`config.mk`:
```
export PLATFORM = sky130hd
export DESIGN_NAME = pmr_register_bank
export DESIGN_NICKNAME = d
export VERILOG_FILES = /design/src/pmr_pkg.sv /design/src/pmr_strap_if.sv /design/src/pmr_register_bank.sv /design/src/pmr_strap_sampler.sv
export SDC_FILE = /design/constraint.sdc
export NUM_CORES = 1
export LEC_CHECK = 0
export ABC_AREA = 1
export BUFFER_PORTS_ARGS = -buffer_cell sky130_fd_sc_hd__buf_2
export CAP_MARGIN = 20
export CORE_AREA = 2 2 263 265
export CTS_BUF_LIST = sky130_fd_sc_hd__clkbuf_16
export DETAILED_ROUTE_END_ITERATION = 8
export DIE_AREA = 0 0 265 267
export HOLD_SLACK_MARGIN = 0.02
export REMOVE_ABC_BUFFERS = 1
export SYNTH_ARGS = -nofsm -noshare
export SYNTH_HDL_FRONTEND = slang
export SYNTH_HIERARCHICAL = 1
export SYNTH_SLANG_ARGS = --single-unit
```
`constraint.sdc`:
```
create_clock -name clk -period 3.2 [get_ports clk]
set_input_delay 0.16 -clock clk [delete_from_list [all_inputs] [get_ports clk]]
set_output_delay 0.16 -clock clk [all_outputs]
set_load 0.02 [all_outputs]
```
`src/pmr_pkg.sv`:
```
// Shared constants and types for the management register bank.
// Assumes a single 100 MHz clock and 16-bit management words.
package pmr_pkg;

  // ----------------------------------------------------------------
  // Widths and sizes
  // ----------------------------------------------------------------
  localparam int DATA_W    = 16;
  localparam int ADDR_W    = 5;
  localparam int REG_COUNT = 13;

  typedef logic [DATA_W-1:0] pmr_word_t;
  typedef logic [ADDR_W-1:0] pmr_addr_t;
  typedef logic [3:0]        pmr_idx_t;

  // ----------------------------------------------------------------
  // Register addresses
  // ----------------------------------------------------------------
  localparam pmr_addr_t ADDR_BASIC_CONTROL   = 5'h00;
  localparam pmr_addr_t ADDR_BASIC_STATUS    = 5'h01;
  localparam pmr_addr_t ADDR_IDENT_HIGH      = 5'h02;
  localparam pmr_addr_t ADDR_IDENT_LOW       = 5'h03;
  localparam pmr_addr_t ADDR_NEG_ADVERTISE   = 5'h04;
  localparam pmr_addr_t ADDR_PARTNER_ABILITY = 5'h05;
  localparam pmr_addr_t ADDR_NEG_EXPANSION   = 5'h06;
  localparam pmr_addr_t ADDR_NP_TRANSMIT     = 5'h07;
  localparam pmr_addr_t ADDR_NP_PARTNER      = 5'h08;
  localparam pmr_addr_t ADDR_EXT_CTRL_ONE    = 5'h10;
  localparam pmr_addr_t ADDR_QUICK_POLL      = 5'h11;
  localparam pmr_addr_t ADDR_TEN_MEG         = 5'h12;
  localparam pmr_addr_t ADDR_EXT_CTRL_TWO    = 5'h13;

  // Storage slot of each implemented address, slot 12 first
  localparam pmr_addr_t [REG_COUNT-1:0] REG_ADDR = {
    ADDR_EXT_CTRL_TWO, ADDR_TEN_MEG, ADDR_QUICK_POLL, ADDR_EXT_CTRL_ONE,
    ADDR_NP_PARTNER, ADDR_NP_TRANSMIT, ADDR_NEG_EXPANSION,
    ADDR_PARTNER_ABILITY, ADDR_NEG_ADVERTISE, ADDR_IDENT_LOW,
    ADDR_IDENT_HIGH, ADDR_BASIC_STATUS, ADDR_BASIC_CONTROL};

  localparam pmr_idx_t IDX_CONTROL      = 4'h0;
  localparam pmr_idx_t IDX_STATUS       = 4'h1;
  localparam pmr_idx_t IDX_IDENT_HIGH   = 4'h2;
  localparam pmr_idx_t IDX_IDENT_LOW    = 4'h3;
  localparam pmr_idx_t IDX_NP_TRANSMIT  = 4'h7;
  localparam pmr_idx_t IDX_EXT_CTRL_ONE = 4'h9;
  localparam pmr_idx_t IDX_TEN_MEG      = 4'hb;

  // ----------------------------------------------------------------
  // Per-slot reset values and access classes (slot 12 first)
  // ----------------------------------------------------------------
  localparam pmr_word_t [REG_COUNT-1:0] RESET_VAL = {
    16'h0000, 16'h0000, 16'h0000, 16'h0000, 16'h0000, 16'h0000,
    16'h0000, 16'h0000, 16'h0000, 16'h0000, 16'h0000, 16'h0000, 16'h3000};
  localparam pmr_word_t [REG_COUNT-1:0] RW_MASK = {
    16'hffff, 16'hfffe, 16'h0000, 16'hffff, 16'h0000, 16'hffff,
    16'h0000, 16'h0000, 16'hffff, 16'h0000, 16'h0000, 16'h0000, 16'hff80};
  localparam pmr_word_t [REG_COUNT-1:0] GATED_MASK = {
    16'h0000, 16'h0000, 16'h0000, 16'h0000, 16'h0000, 16'h0000,
    16'h0000, 16'h0000, 16'h0000, 16'h0000, 16'h0000, 16'h0040, 16'h0000};
  localparam pmr_word_t [REG_COUNT-1:0] W0_MASK = {
    16'h0000, 16'h0001, 16'h0000, 16'h0000, 16'h0000, 16'h0000,
    16'h0000, 16'h0000, 16'h0000, 16'h0000, 16'h0000, 16'h0000, 16'h0000};
  localparam pmr_word_t [REG_COUNT-1:0] STORED_MASK = RW_MASK | GATED_MASK | W0_MASK;

  // ----------------------------------------------------------------
  // Field positions and fixed answers
  // ----------------------------------------------------------------
  localparam int        SW_RESET_BIT  = 15;
  localparam int        ISOLATE_BIT   = 10;
  localparam int        OVERRIDE_BIT  = 15;
  localparam int        DEV_ADDR_LSB  = 6;
  localparam int        DEV_ADDR_W    = 5;
  localparam pmr_word_t UNMAPPED_READ = 16'hffff;

  // ----------------------------------------------------------------
  // Timing
  // ----------------------------------------------------------------
  localparam int CLK_PERIOD_NS    = 10;
  localparam int STRAP_SETTLE_NS  = 40;
  localparam int STRAP_SETTLE_CYC = (STRAP_SETTLE_NS + CLK_PERIOD_NS - 1) / CLK_PERIOD_NS;

  // ----------------------------------------------------------------
  // State types
  // ----------------------------------------------------------------
  typedef enum logic [1:0] {PH_LOAD, PH_RUN, PH_SOFT} pmr_phase_t;

  typedef struct packed {
    pmr_phase_t                 phase;
    pmr_word_t [REG_COUNT-1:0]  regs;
    pmr_word_t                  rdData;
    logic                       rdValid;
  } pmr_bank_state_t;

  typedef struct packed {
    logic [DEV_ADDR_W-1:0] s1;
    logic [DEV_ADDR_W-1:0] s2;
    logic [DEV_ADDR_W-1:0] s3;
    logic [2:0]            cnt;
    logic [DEV_ADDR_W-1:0] devAddr;
    logic                  valid;
  } pmr_strap_state_t;

endpackage

```
`src/pmr_strap_if.sv`:
```
// Carrier for the latched strap address between sampler and bank.
// Assumes both ends share one clock.
`timescale 1ns/1ns
`default_nettype none
interface pmr_strap_if;
  import pmr_pkg::*;
  logic [DEV_ADDR_W-1:0] devAddr;  // Latched strap levels
  logic                  valid;    // Latch complete
  modport sampler (output devAddr, output valid);
  modport bank    (input devAddr, input valid);
endinterface
`default_nettype wire

```
`src/pmr_register_bank.sv`:
```
// Management register bank: 32-address map on 13 slots, access classes, defaults.
// Assumes a frame engine on the same clock issues one-cycle strobes.
`timescale 1ns/1ns
`default_nettype none
module pmr_register_bank import pmr_pkg::*; #(
  parameter pmr_word_t IDENT_HIGH = 16'h1234,  // Arbitrary identity value
  parameter pmr_word_t IDENT_LOW  = 16'h5678   // Arbitrary identity value
) (
  // Clock and reset
  input  wire logic                      clk,
  input  wire logic                      resetn,
  // Address strap pins
  input  wire logic                      addrStrapBit0Led,
  input  wire logic                      addrStrapBit1Led,
  input  wire logic                      addrStrapBit2Led,
  input  wire logic                      addrStrapBit3Led,
  input  wire logic                      addrStrapBit4Led,
  // Register access from frame engine
  input  wire pmr_addr_t                 registerSelectField,
  input  wire logic                      rdStrobe,
  input  wire logic                      wrStrobe,
  input  wire pmr_word_t                 wrData,
  output logic                           busy,
  output logic                           rdValid,
  output pmr_word_t                      rdData,
  // Core side
  input  wire pmr_word_t [REG_COUNT-1:0] hwStatus,
  input  wire pmr_word_t [REG_COUNT-1:0] hwSetBits,
  output pmr_word_t [REG_COUNT-1:0]      ctrlWord,
  output logic [DEV_ADDR_W-1:0]          deviceAddressBits,
  output logic                           softResetPulse
);

  // ----------------------------------------------------------------
  // Declarations
  // ----------------------------------------------------------------
  pmr_strap_if      strap ();   // Latched strap address
  pmr_bank_state_t  st;         // Registered state
  pmr_bank_state_t  next_st;    // Next state
  logic             rdHit;      // Read hits an implemented slot
  pmr_idx_t         rdIdx;      // Read slot
  logic             wrHit;      // Write hits an implemented slot
  pmr_idx_t         wrIdx;      // Write slot
  logic             running;    // Accesses accepted
  logic             ovr;        // Override armed before this write
  logic             loadNow;    // Defaults load this cycle
  logic             wrTaken;    // Implemented write accepted

  // ----------------------------------------------------------------
  // Strap sampler
  // ----------------------------------------------------------------
  pmr_strap_sampler u_strap (
    .clk       (clk),
    .resetn    (resetn),
    .strapPins ({addrStrapBit4Led, addrStrapBit3Led, addrStrapBit2Led,
                 addrStrapBit1Led, addrStrapBit0Led}),
    .strap     (strap.sampler)
  );

  // ----------------------------------------------------------------
  // Functions
  // ----------------------------------------------------------------
  // Address to slot; bit 4 of the result is the hit flag
  function automatic logic [4:0] decodeAddr(input pmr_addr_t a);
    logic [4:0] res;
    res = 5'h00;
    for (int k = 0; k < REG_COUNT; k++) begin
      if (REG_ADDR[k] == a) begin
        res = {1'b1, 4'(k)};
      end
    end
    return res;
  endfunction

  // Word seen by a read: stored bits from flops, identity words from parameters, the rest live
  function automatic pmr_word_t readWord(input pmr_idx_t i,
                                         input pmr_word_t held,
                                         input pmr_word_t hw);
    pmr_word_t res;
    res = (held & STORED_MASK[i]) | (hw & ~STORED_MASK[i]);
    if (i == IDX_IDENT_HIGH) begin
      res = IDENT_HIGH;
    end else if (i == IDX_IDENT_LOW) begin
      res = IDENT_LOW;
    end
    return res;
  endfunction

  // New stored value of one slot under a management write
  function automatic pmr_word_t applyWrite(input pmr_idx_t i,
                                           input pmr_word_t old,
                                           input pmr_word_t wd,
                                           input logic armed);
    pmr_word_t res;
    res = (old & ~RW_MASK[i]) | (wd & RW_MASK[i]);
    if (armed) begin
      res = (res & ~GATED_MASK[i]) | (wd & GATED_MASK[i]);
    end
    res = res & (~W0_MASK[i] | wd);
    res = (res & STORED_MASK[i]) | (old & ~STORED_MASK[i]);
    return res;
  endfunction

  // Defaults with strap-derived fields filled in
  function automatic pmr_word_t [REG_COUNT-1:0] defaultRegs(
    input logic [DEV_ADDR_W-1:0] addr);
    pmr_word_t [REG_COUNT-1:0] res;
    res = RESET_VAL;
    res[IDX_EXT_CTRL_ONE][DEV_ADDR_LSB +: DEV_ADDR_W] = addr;
    res[IDX_CONTROL][ISOLATE_BIT] = (addr == '0);
    return res;
  endfunction

  // ----------------------------------------------------------------
  // Decode
  // ----------------------------------------------------------------
  // five-bit select
  assign {rdHit, rdIdx} = decodeAddr(registerSelectField);
  assign {wrHit, wrIdx} = decodeAddr(registerSelectField);
  assign running = (st.phase == PH_RUN);
  assign ovr     = st.regs[IDX_EXT_CTRL_ONE][OVERRIDE_BIT];
  assign wrTaken = running && wrStrobe && wrHit;
  assign loadNow = ((st.phase == PH_LOAD) && strap.valid) || (st.phase == PH_SOFT);

  // ----------------------------------------------------------------
  // Next state
  // ----------------------------------------------------------------
  always_comb begin
    next_st         = st;
    next_st.rdValid = 1'b0;
    // Core sets zero-only bits every cycle except those in which defaults load
    for (int i = 0; i < REG_COUNT; i++) begin
      next_st.regs[i] = st.regs[i] | (hwSetBits[i] & W0_MASK[i]);
    end
    case (st.phase)
      // Hold off until straps are latched
      PH_LOAD: begin
        if (strap.valid) begin
          next_st.regs  = defaultRegs(strap.devAddr);
          next_st.phase = PH_RUN;
        end
      end
      // Software reset reuses straps caught at hardware reset
      PH_SOFT: begin
        next_st.regs  = defaultRegs(strap.devAddr);
        next_st.phase = PH_RUN;
      end
      PH_RUN: begin
        // Reads see the value before a same-cycle write
        if (rdStrobe) begin
          next_st.rdValid = 1'b1;
          if (rdHit) begin
            next_st.rdData = readWord(rdIdx, st.regs[rdIdx], hwStatus[rdIdx]);
          end else begin
            next_st.rdData = UNMAPPED_READ;
          end
        end
        if (wrTaken) begin
          for (int i = 0; i < REG_COUNT; i++) begin
            if (4'(i) == wrIdx) begin
              // Hardware set wins over a written zero
              next_st.regs[i] = applyWrite(4'(i), st.regs[i], wrData, ovr)
                                | (hwSetBits[i] & W0_MASK[i]);
            end
          end
          // armed only by the earlier write
          if (wrIdx != IDX_EXT_CTRL_ONE) begin
            next_st.regs[IDX_EXT_CTRL_ONE][OVERRIDE_BIT] = 1'b0;
          end
          // Software reset request
          if ((wrIdx == IDX_CONTROL) && wrData[SW_RESET_BIT]) begin
            next_st.phase = PH_SOFT;
          end
        end
      end
      default: begin
        next_st.phase = PH_LOAD;
      end
    endcase
  end

  // ----------------------------------------------------------------
  // State register
  // ----------------------------------------------------------------
  // override and all storage start at zero, loaded after straps
  always_ff @(posedge clk or negedge resetn) begin
    if (!resetn) begin
      st <= '0;
    end else begin
      st <= next_st;
    end
  end

  // ----------------------------------------------------------------
  // Outputs
  // ----------------------------------------------------------------
  // sixteen-bit words
  assign rdData            = st.rdData;
  assign rdValid           = st.rdValid;
  assign busy              = !running;
  assign ctrlWord          = st.regs;
  assign deviceAddressBits = st.regs[IDX_EXT_CTRL_ONE][DEV_ADDR_LSB +: DEV_ADDR_W];
  assign softResetPulse    = (st.phase == PH_SOFT);

  // ----------------------------------------------------------------
  // Assertions
  // ----------------------------------------------------------------
  // all ones
  a_unmapped_read:
  assert property (@(posedge clk) disable iff (!resetn)
    running && rdStrobe && !rdHit |=> rdValid && (rdData == UNMAPPED_READ))
    else $error("unmapped read not all ones");

  a_unmapped_write:
  assert property (@(posedge clk) disable iff (!resetn)
    running && wrStrobe && !wrHit |=> $stable(st.regs & ~W0_MASK))
    else $error("unmapped write changed a register");

  a_ro_kept:
  assert property (@(posedge clk) disable iff (!resetn)
    wrTaken |=> ((st.regs[$past(wrIdx)] ^ $past(st.regs[wrIdx]))
                 & ~STORED_MASK[$past(wrIdx)]) == 16'h0000)
    else $error("read-only bit changed by write");

  a_rw_stores:
  assert property (@(posedge clk) disable iff (!resetn)
    wrTaken && (wrIdx == IDX_NP_TRANSMIT)
    |=> st.regs[IDX_NP_TRANSMIT] == $past(wrData))
    else $error("read/write register lost written value");

  a_zero_only:
  assert property (@(posedge clk) disable iff (!resetn)
    wrTaken && (wrIdx == IDX_TEN_MEG)
    && ((st.regs[IDX_TEN_MEG] & W0_MASK[IDX_TEN_MEG]) == 16'h0000)
    && ((hwSetBits[IDX_TEN_MEG] & W0_MASK[IDX_TEN_MEG]) == 16'h0000)
    |=> (st.regs[IDX_TEN_MEG] & W0_MASK[IDX_TEN_MEG]) == 16'h0000)
    else $error("zero-only bit set by write");

  a_gated_blocked:
  assert property (@(posedge clk) disable iff (!resetn)
    wrTaken && (wrIdx == IDX_STATUS) && !ovr
    |=> ((st.regs[IDX_STATUS] ^ $past(st.regs[IDX_STATUS]))
         & GATED_MASK[IDX_STATUS]) == 16'h0000)
    else $error("gated bit changed without override");

  a_gated_applies:
  assert property (@(posedge clk) disable iff (!resetn)
    wrTaken && (wrIdx == IDX_STATUS) && ovr
    |=> (st.regs[IDX_STATUS] & GATED_MASK[IDX_STATUS])
        == ($past(wrData) & GATED_MASK[IDX_STATUS]))
    else $error("gated bit not written under override");

  a_override_clears:
  assert property (@(posedge clk) disable iff (!resetn)
    wrTaken && (wrIdx != IDX_EXT_CTRL_ONE) |=> !ovr)
    else $error("override not cleared by write");

  a_override_reset:
  assert property (@(posedge clk) disable iff (!resetn)
    loadNow |=> !ovr && running)
    else $error("override set after reset load");

  a_defaults_load:
  assert property (@(posedge clk) disable iff (!resetn)
    loadNow |=> st.regs[IDX_NP_TRANSMIT] == RESET_VAL[IDX_NP_TRANSMIT])
    else $error("default not loaded");

  a_strap_addr:
  assert property (@(posedge clk) disable iff (!resetn)
    loadNow |=> (deviceAddressBits == strap.devAddr)
    && (st.regs[IDX_CONTROL][ISOLATE_BIT] == (strap.devAddr == '0)))
    else $error("strap address not loaded");

  a_override_held:
  assert property (@(posedge clk) disable iff (!resetn)
    running && wrStrobe && !wrHit && ovr |=> ovr)
    else $error("unmapped write consumed override");

  // armed by its own write only
  a_override_arms:
  assert property (@(posedge clk) disable iff (!resetn)
    wrTaken && (wrIdx == IDX_EXT_CTRL_ONE)
    |=> ovr == $past(wrData[OVERRIDE_BIT]))
    else $error("override not taken from write");

  a_read_answer:
  assert property (@(posedge clk) disable iff (!resetn)
    running && rdStrobe && rdHit && (rdIdx == IDX_NP_TRANSMIT)
    |=> rdValid && (rdData == $past(st.regs[IDX_NP_TRANSMIT])))
    else $error("read returned wrong word");

  a_read_pulse:
  assert property (@(posedge clk) disable iff (!resetn)
    rdValid |-> $past(running && rdStrobe))
    else $error("read answer without accepted read");

  a_strap_latched:
  assert property (@(posedge clk) disable iff (!resetn)
    strap.valid |=> strap.valid && $stable(strap.devAddr))
    else $error("strap address moved after latch");

endmodule
`default_nettype wire

```
`src/pmr_strap_sampler.sv`:
```
// Strap sampler: catches the five address pins after reset release.
// Assumes pins are asynchronous and static around reset.
`timescale 1ns/1ns
`default_nettype none
module pmr_strap_sampler import pmr_pkg::*; (
  // Clock and reset
  input  wire logic                  clk,
  input  wire logic                  resetn,
  // Pin levels
  input  wire logic [DEV_ADDR_W-1:0] strapPins,
  // Latched result
  pmr_strap_if.sampler               strap
);

  pmr_strap_state_t st;       // Registered state
  pmr_strap_state_t next_st;  // Next state

  // ----------------------------------------------------------------
  // Next state
  // ----------------------------------------------------------------
  // Three-stage chain; only stages two and three are compared
  always_comb begin
    next_st    = st;
    next_st.s1 = strapPins;
    next_st.s2 = st.s1;
    next_st.s3 = st.s2;
    if (!st.valid) begin
      // Level must hold a few cycles so a slow pin edge is not caught
      if (st.s2 != st.s3) begin
        next_st.cnt = 3'h0;
      end else if (st.cnt == 3'(STRAP_SETTLE_CYC)) begin
        next_st.devAddr = st.s3;
        next_st.valid   = 1'b1;
      end else begin
        next_st.cnt = st.cnt + 3'h1;
      end
    end
  end

  // Registers; reset takes constants only
  always_ff @(posedge clk or negedge resetn) begin
    if (!resetn) begin
      st <= '0;
    end else begin
      st <= next_st;
    end
  end

  assign strap.devAddr = st.devAddr;
  assign strap.valid   = st.valid;

endmodule
`default_nettype wire

```
### After elaboration in Yosys (flattened, before gate mapping)

Memories as Yosys holds them, arrays and structs flattened.
Cells that the tools add are included.

* bits in registers: 251
* latch bits: 0
* bits in writable memories: 0
* memory bits (read-only): 256
* bits of input ports: 446
* word-level logic and storage cells: 150
* memories kept: 1

Memories
* (name not given): words 16, bits a word 16, read ports 1, clocked after memory_dff 0, write ports 0, RTL line pmr_register_bank.sv:80 `res = (held & STORED_MASK[i]) | (hw & ~STORED_MASK[i]);`

* add/subtract/negate cells: 1
* multipliers: 0
* divide/modulo/power cells: 0
* $lt $le $gt $ge: 1
* equal/unequal tests: 36
* shift-type cells: 0
* multiplexer cells: 51
* bitwise operators: 15
* reduce and logical (&&, ||, !) cells: 22

Operators by type and width (number)
* $pmux W208 S3: 1
* $mux W210: 2
* $mux W16: 19
* $bmux W16 S4: 2
* $mux W5: 13
* $and A16 B16 Y16: 3
* $or A16 B1 Y16: 2
* $or A7 B16 Y16: 2
* $mux W7: 4
* $reduce_and A4 Y1: 7
* $eq A3 B5 Y1 const A: 4
* $eq A5 B5 Y1 const A: 4
* $ne A2 B1 Y1 const B: 10
* $not A16 Y16: 1
* $or A1 B16 Y16: 1
* $or A16 B16 Y16: 1
* $or A16 B7 Y16: 1
* $eq A4 B4 Y1 const A: 3
* $eq A2 B5 Y1 const A: 2
* $logic_not A5 Y1: 2
* $reduce_and A3 Y1: 3
* $eq A3 B4 Y1 const A: 2
* $eq A4 B2 Y1 const B: 2
* $or A6 B7 Y7: 1
* 23 further kinds: 34

### Longest topological paths before layout

* word-level depth: 23
* gate-level depth with buffers: 20

### Hierarchy

Netlist, hierarchy kept.

By module, submodules not included
* pmr_register_bank: instances 1, cells an instance 1478, area each 10186.0 um2, sequential area each 3278.1 um2
* pmr_strap_sampler: instances 1, cells an instance 96, area each 991.0 um2, sequential area each 600.6 um2

### Worst setup path after synthesis

No wires, ideal clock.

* kind: input port to flip-flop
* from: input port registerSelectField[4]
* to: register st, in the netlist rdData[14]
* setup time: 78 ps
* arrival time: 2308 ps
* data required time: 3122 ps
* slack: 814 ps
* stages on the path: 20
* path buffers: 5
* cells stage by stage: buf_6 nor2_4 nand2_4 nand2_2 buf_6 buf_6 buf_2 ha_1 o21ai_1 inv_1 nand2_2 inv_2 nand2_1 buf_4 nand2_1 nor2_1 a21oi_1 nand2_1 nand2_1 a21boi_1

* word-level cells in the longest chain between the ends: 21

Ends and longest elaborated chain
* start, declared: RTL line pmr_register_bank.sv:19 `input wire pmr_addr_t registerSelectField,`
* $eq A1 B5 Y1: RTL line pmr_register_bank.sv:68 `if (REG_ADDR[k] == a) begin`
* $mux W5 (11 in series): RTL line pmr_register_bank.sv:68
* $mux W5 *: RTL line pmr_register_bank.sv:68
* $mem_v2 Z16 W16
* $mux W16 (not written as such): RTL line pmr_register_bank.sv:80
* $not A16 Y16: RTL line pmr_register_bank.sv:80
* $and A16 B16 Y16: RTL line pmr_register_bank.sv:80
* $or A16 B16 Y16: RTL line pmr_register_bank.sv:80
* $mux W16: RTL line pmr_register_bank.sv:83 `end else if (i == IDX_IDENT_LOW) begin`
* $mux W16: RTL line pmr_register_bank.sv:81 `if (i == IDX_IDENT_HIGH) begin`
* $mux W16 *: RTL line pmr_register_bank.sv:152 `if (rdHit) begin`
* end signal, assigned: RTL line pmr_register_bank.sv:190 `st <= next_st;`
* end, declared: RTL line pmr_register_bank.sv:38 `pmr_bank_state_t st;`

Every way passes the cells marked *; elsewhere a longest branch is shown, timed or not. The select of a mux whose other input is x is not followed.
A chain may end at the register's enable or synchronous reset.

### Worst setup path in the final report

* from: input port registerSelectField[0]
* to: register st, in the netlist rdData[14]

Same word-level chain as after synthesis.

==> metrics.md <==
| Metric | Value |
|---|---|
| CP max-delay cell | `inv_2` |
| Sw frac | `42.1%` |
| Clk root buf | `clkbuf_16` |
| Ys flop type | `dfrtp_1` |
| Synthesized area per cell | `roughly 7.1 um^2` |
| Worst Hold Endpoint | `ctrlWord[15]$_DFFE_PN0P_` |
| Worst hold stages | `3` |
| Sequential share of the synthesized area | `34.7%` |
| Die Ht | `roughly 270 um` |
| Slew @ Worst Pin | `between 0.6 and 0.7 ns` |
| Final nets | `between 2,000 and 2,500` |
| Unique masters post-synth | `41` |
| Clock Power Share | `28.0%` |
| Worst r2r src | `st[226]$_DFFE_PN0P_` |
| Required @ worst endpoint | `3.58 ns` |
| Die area | `roughly 0.071 mm^2` |
| Worst Reg-to-Reg Cells | `7` |
| Worst Skew | `approximately 0.011 ns` |
| Lkg Pwr | `7.00 nW` |
| Worst EP arrival | `2.82 ns` |
| Clk slew on worst S/H paths | `around 0.07 ns` |
| Finish-stage setup viols | `0` |
| Grt ovf | `0` |
| Postcts setup bufs | `0` |
| Startpoint Class | `input pin` |
| Worst path top cell family by delay | `buffers and inverters` |
| Cts repair resizes | `0` |
| RR Endpoint | `ctrlWord[10]$_DFFE_PN0P_` |
| Worst path max stage delay | `0.36 ns` |
| Power per cell area | `around 530 mW/mm^2` |
| Synthesized flop and latch total | `around 160` |
| Setup_tns | `0 ns` |
| Setup Crit Path Kind | `input pin to flip-flop` |
| Relative slew margins | `54.3%` |
| Vias in the first global route | `~10,000` |
| Layout cells sized above 1 | `between 20% and 30%` |
| Period utilization | `76.3%` |
| Critical path buffer and inverter count | `6` |
| Port-buffer cells | `approximately 370` |
| # DRC | `0` |
| Post-synth top cells | `nand2_1, buf_4, dfrtp_1, inv_1, o21ai_0` |
| Peak VDD IR | `just over 0.4 mV` |
| Final core occ | `approximately 20%` |
| Hold buffer count at cts | `8` |
| Wire per inst | `20.1 um` |
| CP max FO | `10` |
| Post-route minimum period | `2.44 ns` |
| Io pins | `just under 700` |
| Worst-Skew Late Latency | `approximately 0.45 ns` |
| CTS tree | `yes` |
| Cell Area, Synth | `between 0.01 and 0.015 mm^2` |
| Internal power | `about 4.1 mW` |
| H-tree depth | `4` |
| Area contributors post-synth | `dfrtp_1, buf_4, nand2_1, o21ai_0, inv_1` |
| Post-synthesis cell count | `between 1,500 and 2,000` |
| Most numerous cell in the Yosys netlist | `nand2_1` |
| Drt pass-1 iters | `4` |
| HP Class | `input pin to flip-flop` |
| R2R setup slack | `0.99 ns` |
| Final WL | `54.5 mm` |
| Global-route wire length before repair | `about 74 mm` |
| Max Buffers Root-to-Sink | `2` |
| Synth top area share | `34.7%` |
| Starting Density | `between 10% and 20%` |
| RePlAce Congestion | `0.802` |
| Largest area contributor in the synthesized netlist | `dfrtp_1` |
| Reg power frac | `36.0%` |
| Synth async-reset ratio | `100%` |
| Max Freq | `slightly above 400 MHz` |
| Combinational power share | `36.0%` |
| YS warnings | `6` |
| Drt initial violations | `624` |
| Num rows | `96` |
| RSZ-0062 raised after global routing | `no` |
| CP Capture Type | `flip-flop` |
| Number of vias per cell | `around 3.9` |
| Hold_sp | `wrStrobe` |
| GRT Util Overall | `15.0%` |
| CP cell instances | `buf_2 -> inv_2 -> nand3_4 -> nand2_4 -> ha_1 -> o21ai_1 -> inv_1 -> nand2_2 -> inv_2 -> nand2_1 -> inv_2 -> o21ai_0 -> buf_4 -> nand2_1 -> nand2_1 -> a21boi_1` |
| Filler Cell Count | `between 7,000 and 8,000` |
| Final ANT Viol Nets | `0` |
| Post-synth EDFFs | `0` |
| Switching power summed over all nets | `~3.0 mW` |
| Max-Cap Viols | `0` |
| Core area | `0.0680 mm^2` |
| Vias after detailed routing | `10,500` |
| Max Slew Vio Count | `0` |
| Area Overhead vs Synth | `19.6%` |
| Status | `complete, no violations` |
| Initial antenna violation count | `29` |
| Die W | `265 um` |
| Detail Placement HPWL | `between 40 and 50 mm` |
| Final hold viol count | `0` |
| Clock sink count | `155` |
| Largest net degree at the start of global routing | `83` |
| Total clock buffers created by CTS | `17` |
## cell type report
| type | instances | area [um^2] | share of cell area (%) |
|---|---|---|---|
| Antenna cell | 12 | 30.0 | 0.225 |
| Clock buffer | 17 | 425 | 3.18 |
| Clock inverter | 15 | 125 | 0.936 |
| Inverter | 145 | 544 | 4.07 |
| Multi-Input combinational cell | 1071 | 4970 | 37.2 |
| Sequential cell | 155 | 3880 | 29.0 |
| Tap cell | 882 | 1100 | 8.25 |
| Timing Repair Buffer | 418 | 2290 | 17.2 |
## logic make-up after synthesis
| kind of cell | Yosys count | share of synthesized area (%) |
|---|---|---|
| XOR/XNOR | 2 | 0.224 |
| other | 1 | 0.0336 |
| AO/OA/AOI/OAI | 238 | 11.9 |
| buffers and inverters | 443 | 24.1 |
| adder cells (fa/ha/maj) | 6 | 0.672 |
| flip-flops | 155 | 34.7 |
| AND/OR/NAND/NOR | 729 | 28.4 |
## state kept, by name, summed over array words and instances, names as in the netlist
signal                 flops
rdData                    16
rdValid                    1
u_strap/strap.valid        1
u_strap/strap.devAddr      5
u_strap/next_st           10
st                         2
u_strap/st                 8
ctrlWord                 112
## worst max-delay path by stage
stage	cells after the start	from	to
finish	16	registerSelectField[0]	rdData[14]$_DFFE_PN0P_
global route	16	registerSelectField[0]	rdData[14]$_DFFE_PN0P_
CTS	16	registerSelectField[0]	rdData[14]$_DFFE_PN0P_
detailed placement	16	registerSelectField[0]	rdData[14]$_DFFE_PN0P_
global placement	16	registerSelectField[0]	rdData[14]$_DFFE_PN0P_
floorplan	9	registerSelectField[2]	ctrlWord[199]$_DFFE_PN0P_
## power by group through the flow
stage	clock network, mW	registers [mW]	logic (mW)
6_report	1.98	2.56	2.55
5_1_grt	2.12	2.60	2.82
4_1_cts	2.04	2.55	2.62
3_5_place_dp	0	2.59	2.61
3_3_place_gp	0	2.58	2.59
2_1_floorplan	0	2.97	0.865
## routing by layer
layer / up-vias / part of all wire [%] / wire, um / track usage (%)
met4: 20 / 2.7 / 1470 / 4.61
met5: - / 0.22 / 118 / 0
li1: 5145 / - / - / -
met1: 4874 / 40 / 21900 / 17.0
met3: 80 / 11 / 5980 / 6.97
met2: 421 / 46 / 25000 / 24.9
## through the flow
| step | hold slack [ns] | std cells | power, mW | instance area [um^2] | setup WS (ns) |
|---|---|---|---|---|---|
| 6_report | 0.0566 | 2715 | 7.09 | 13400 | 0.759 |
| 5_1_grt | 0.0558 | 2708 | 7.54 | 13400 | 0.538 |
| 4_1_cts | 0.0310 | 2703 | 7.22 | 13300 | 0.700 |
| 3_5_place_dp | 0.197 | 2663 | 5.19 | 12700 | 0.230 |
| 3_3_place_gp | 0.190 | 2663 | 5.17 | 12700 | 0.245 |
| 2_1_floorplan | -0.136 | 1371 | 3.84 | 9380 | -0.271 |
## placed cells by master (no fill, tap or decap), types with 5 or more instances in the layout
cell             n
a21boi_1        11
a21o_1           5
a21oi_1         42
buf_12           5
buf_2          372
buf_4           32
clkbuf_16       17
clkinv_1         7
conb_1          96
dfrtp_1        155
diode_2         12
dlygate4sd3_1    8
ha_1             6
inv_1          126
inv_2           16
nand2_1        478
nand2_2          8
nand2_4          5
nand3_1         92
nand3b_1         6
nand4_1         16
nor2_1          86
nor2_4           7
o211ai_1        20
o21ai_0        111
o21ai_1         21
o22ai_1         21
or2_2           19
## worst reg2reg max path, stage by stage, from the launching register on
cell and delay [ns]:
dfrtp_1 0.40, nor2_2 0.38, nand3_4 0.16, inv_1 0.54
nand2_1 0.32, o41ai_1 0.15, nand2_1 0.12, nand2_1 0.07
(Power assumes the default switching activity.)
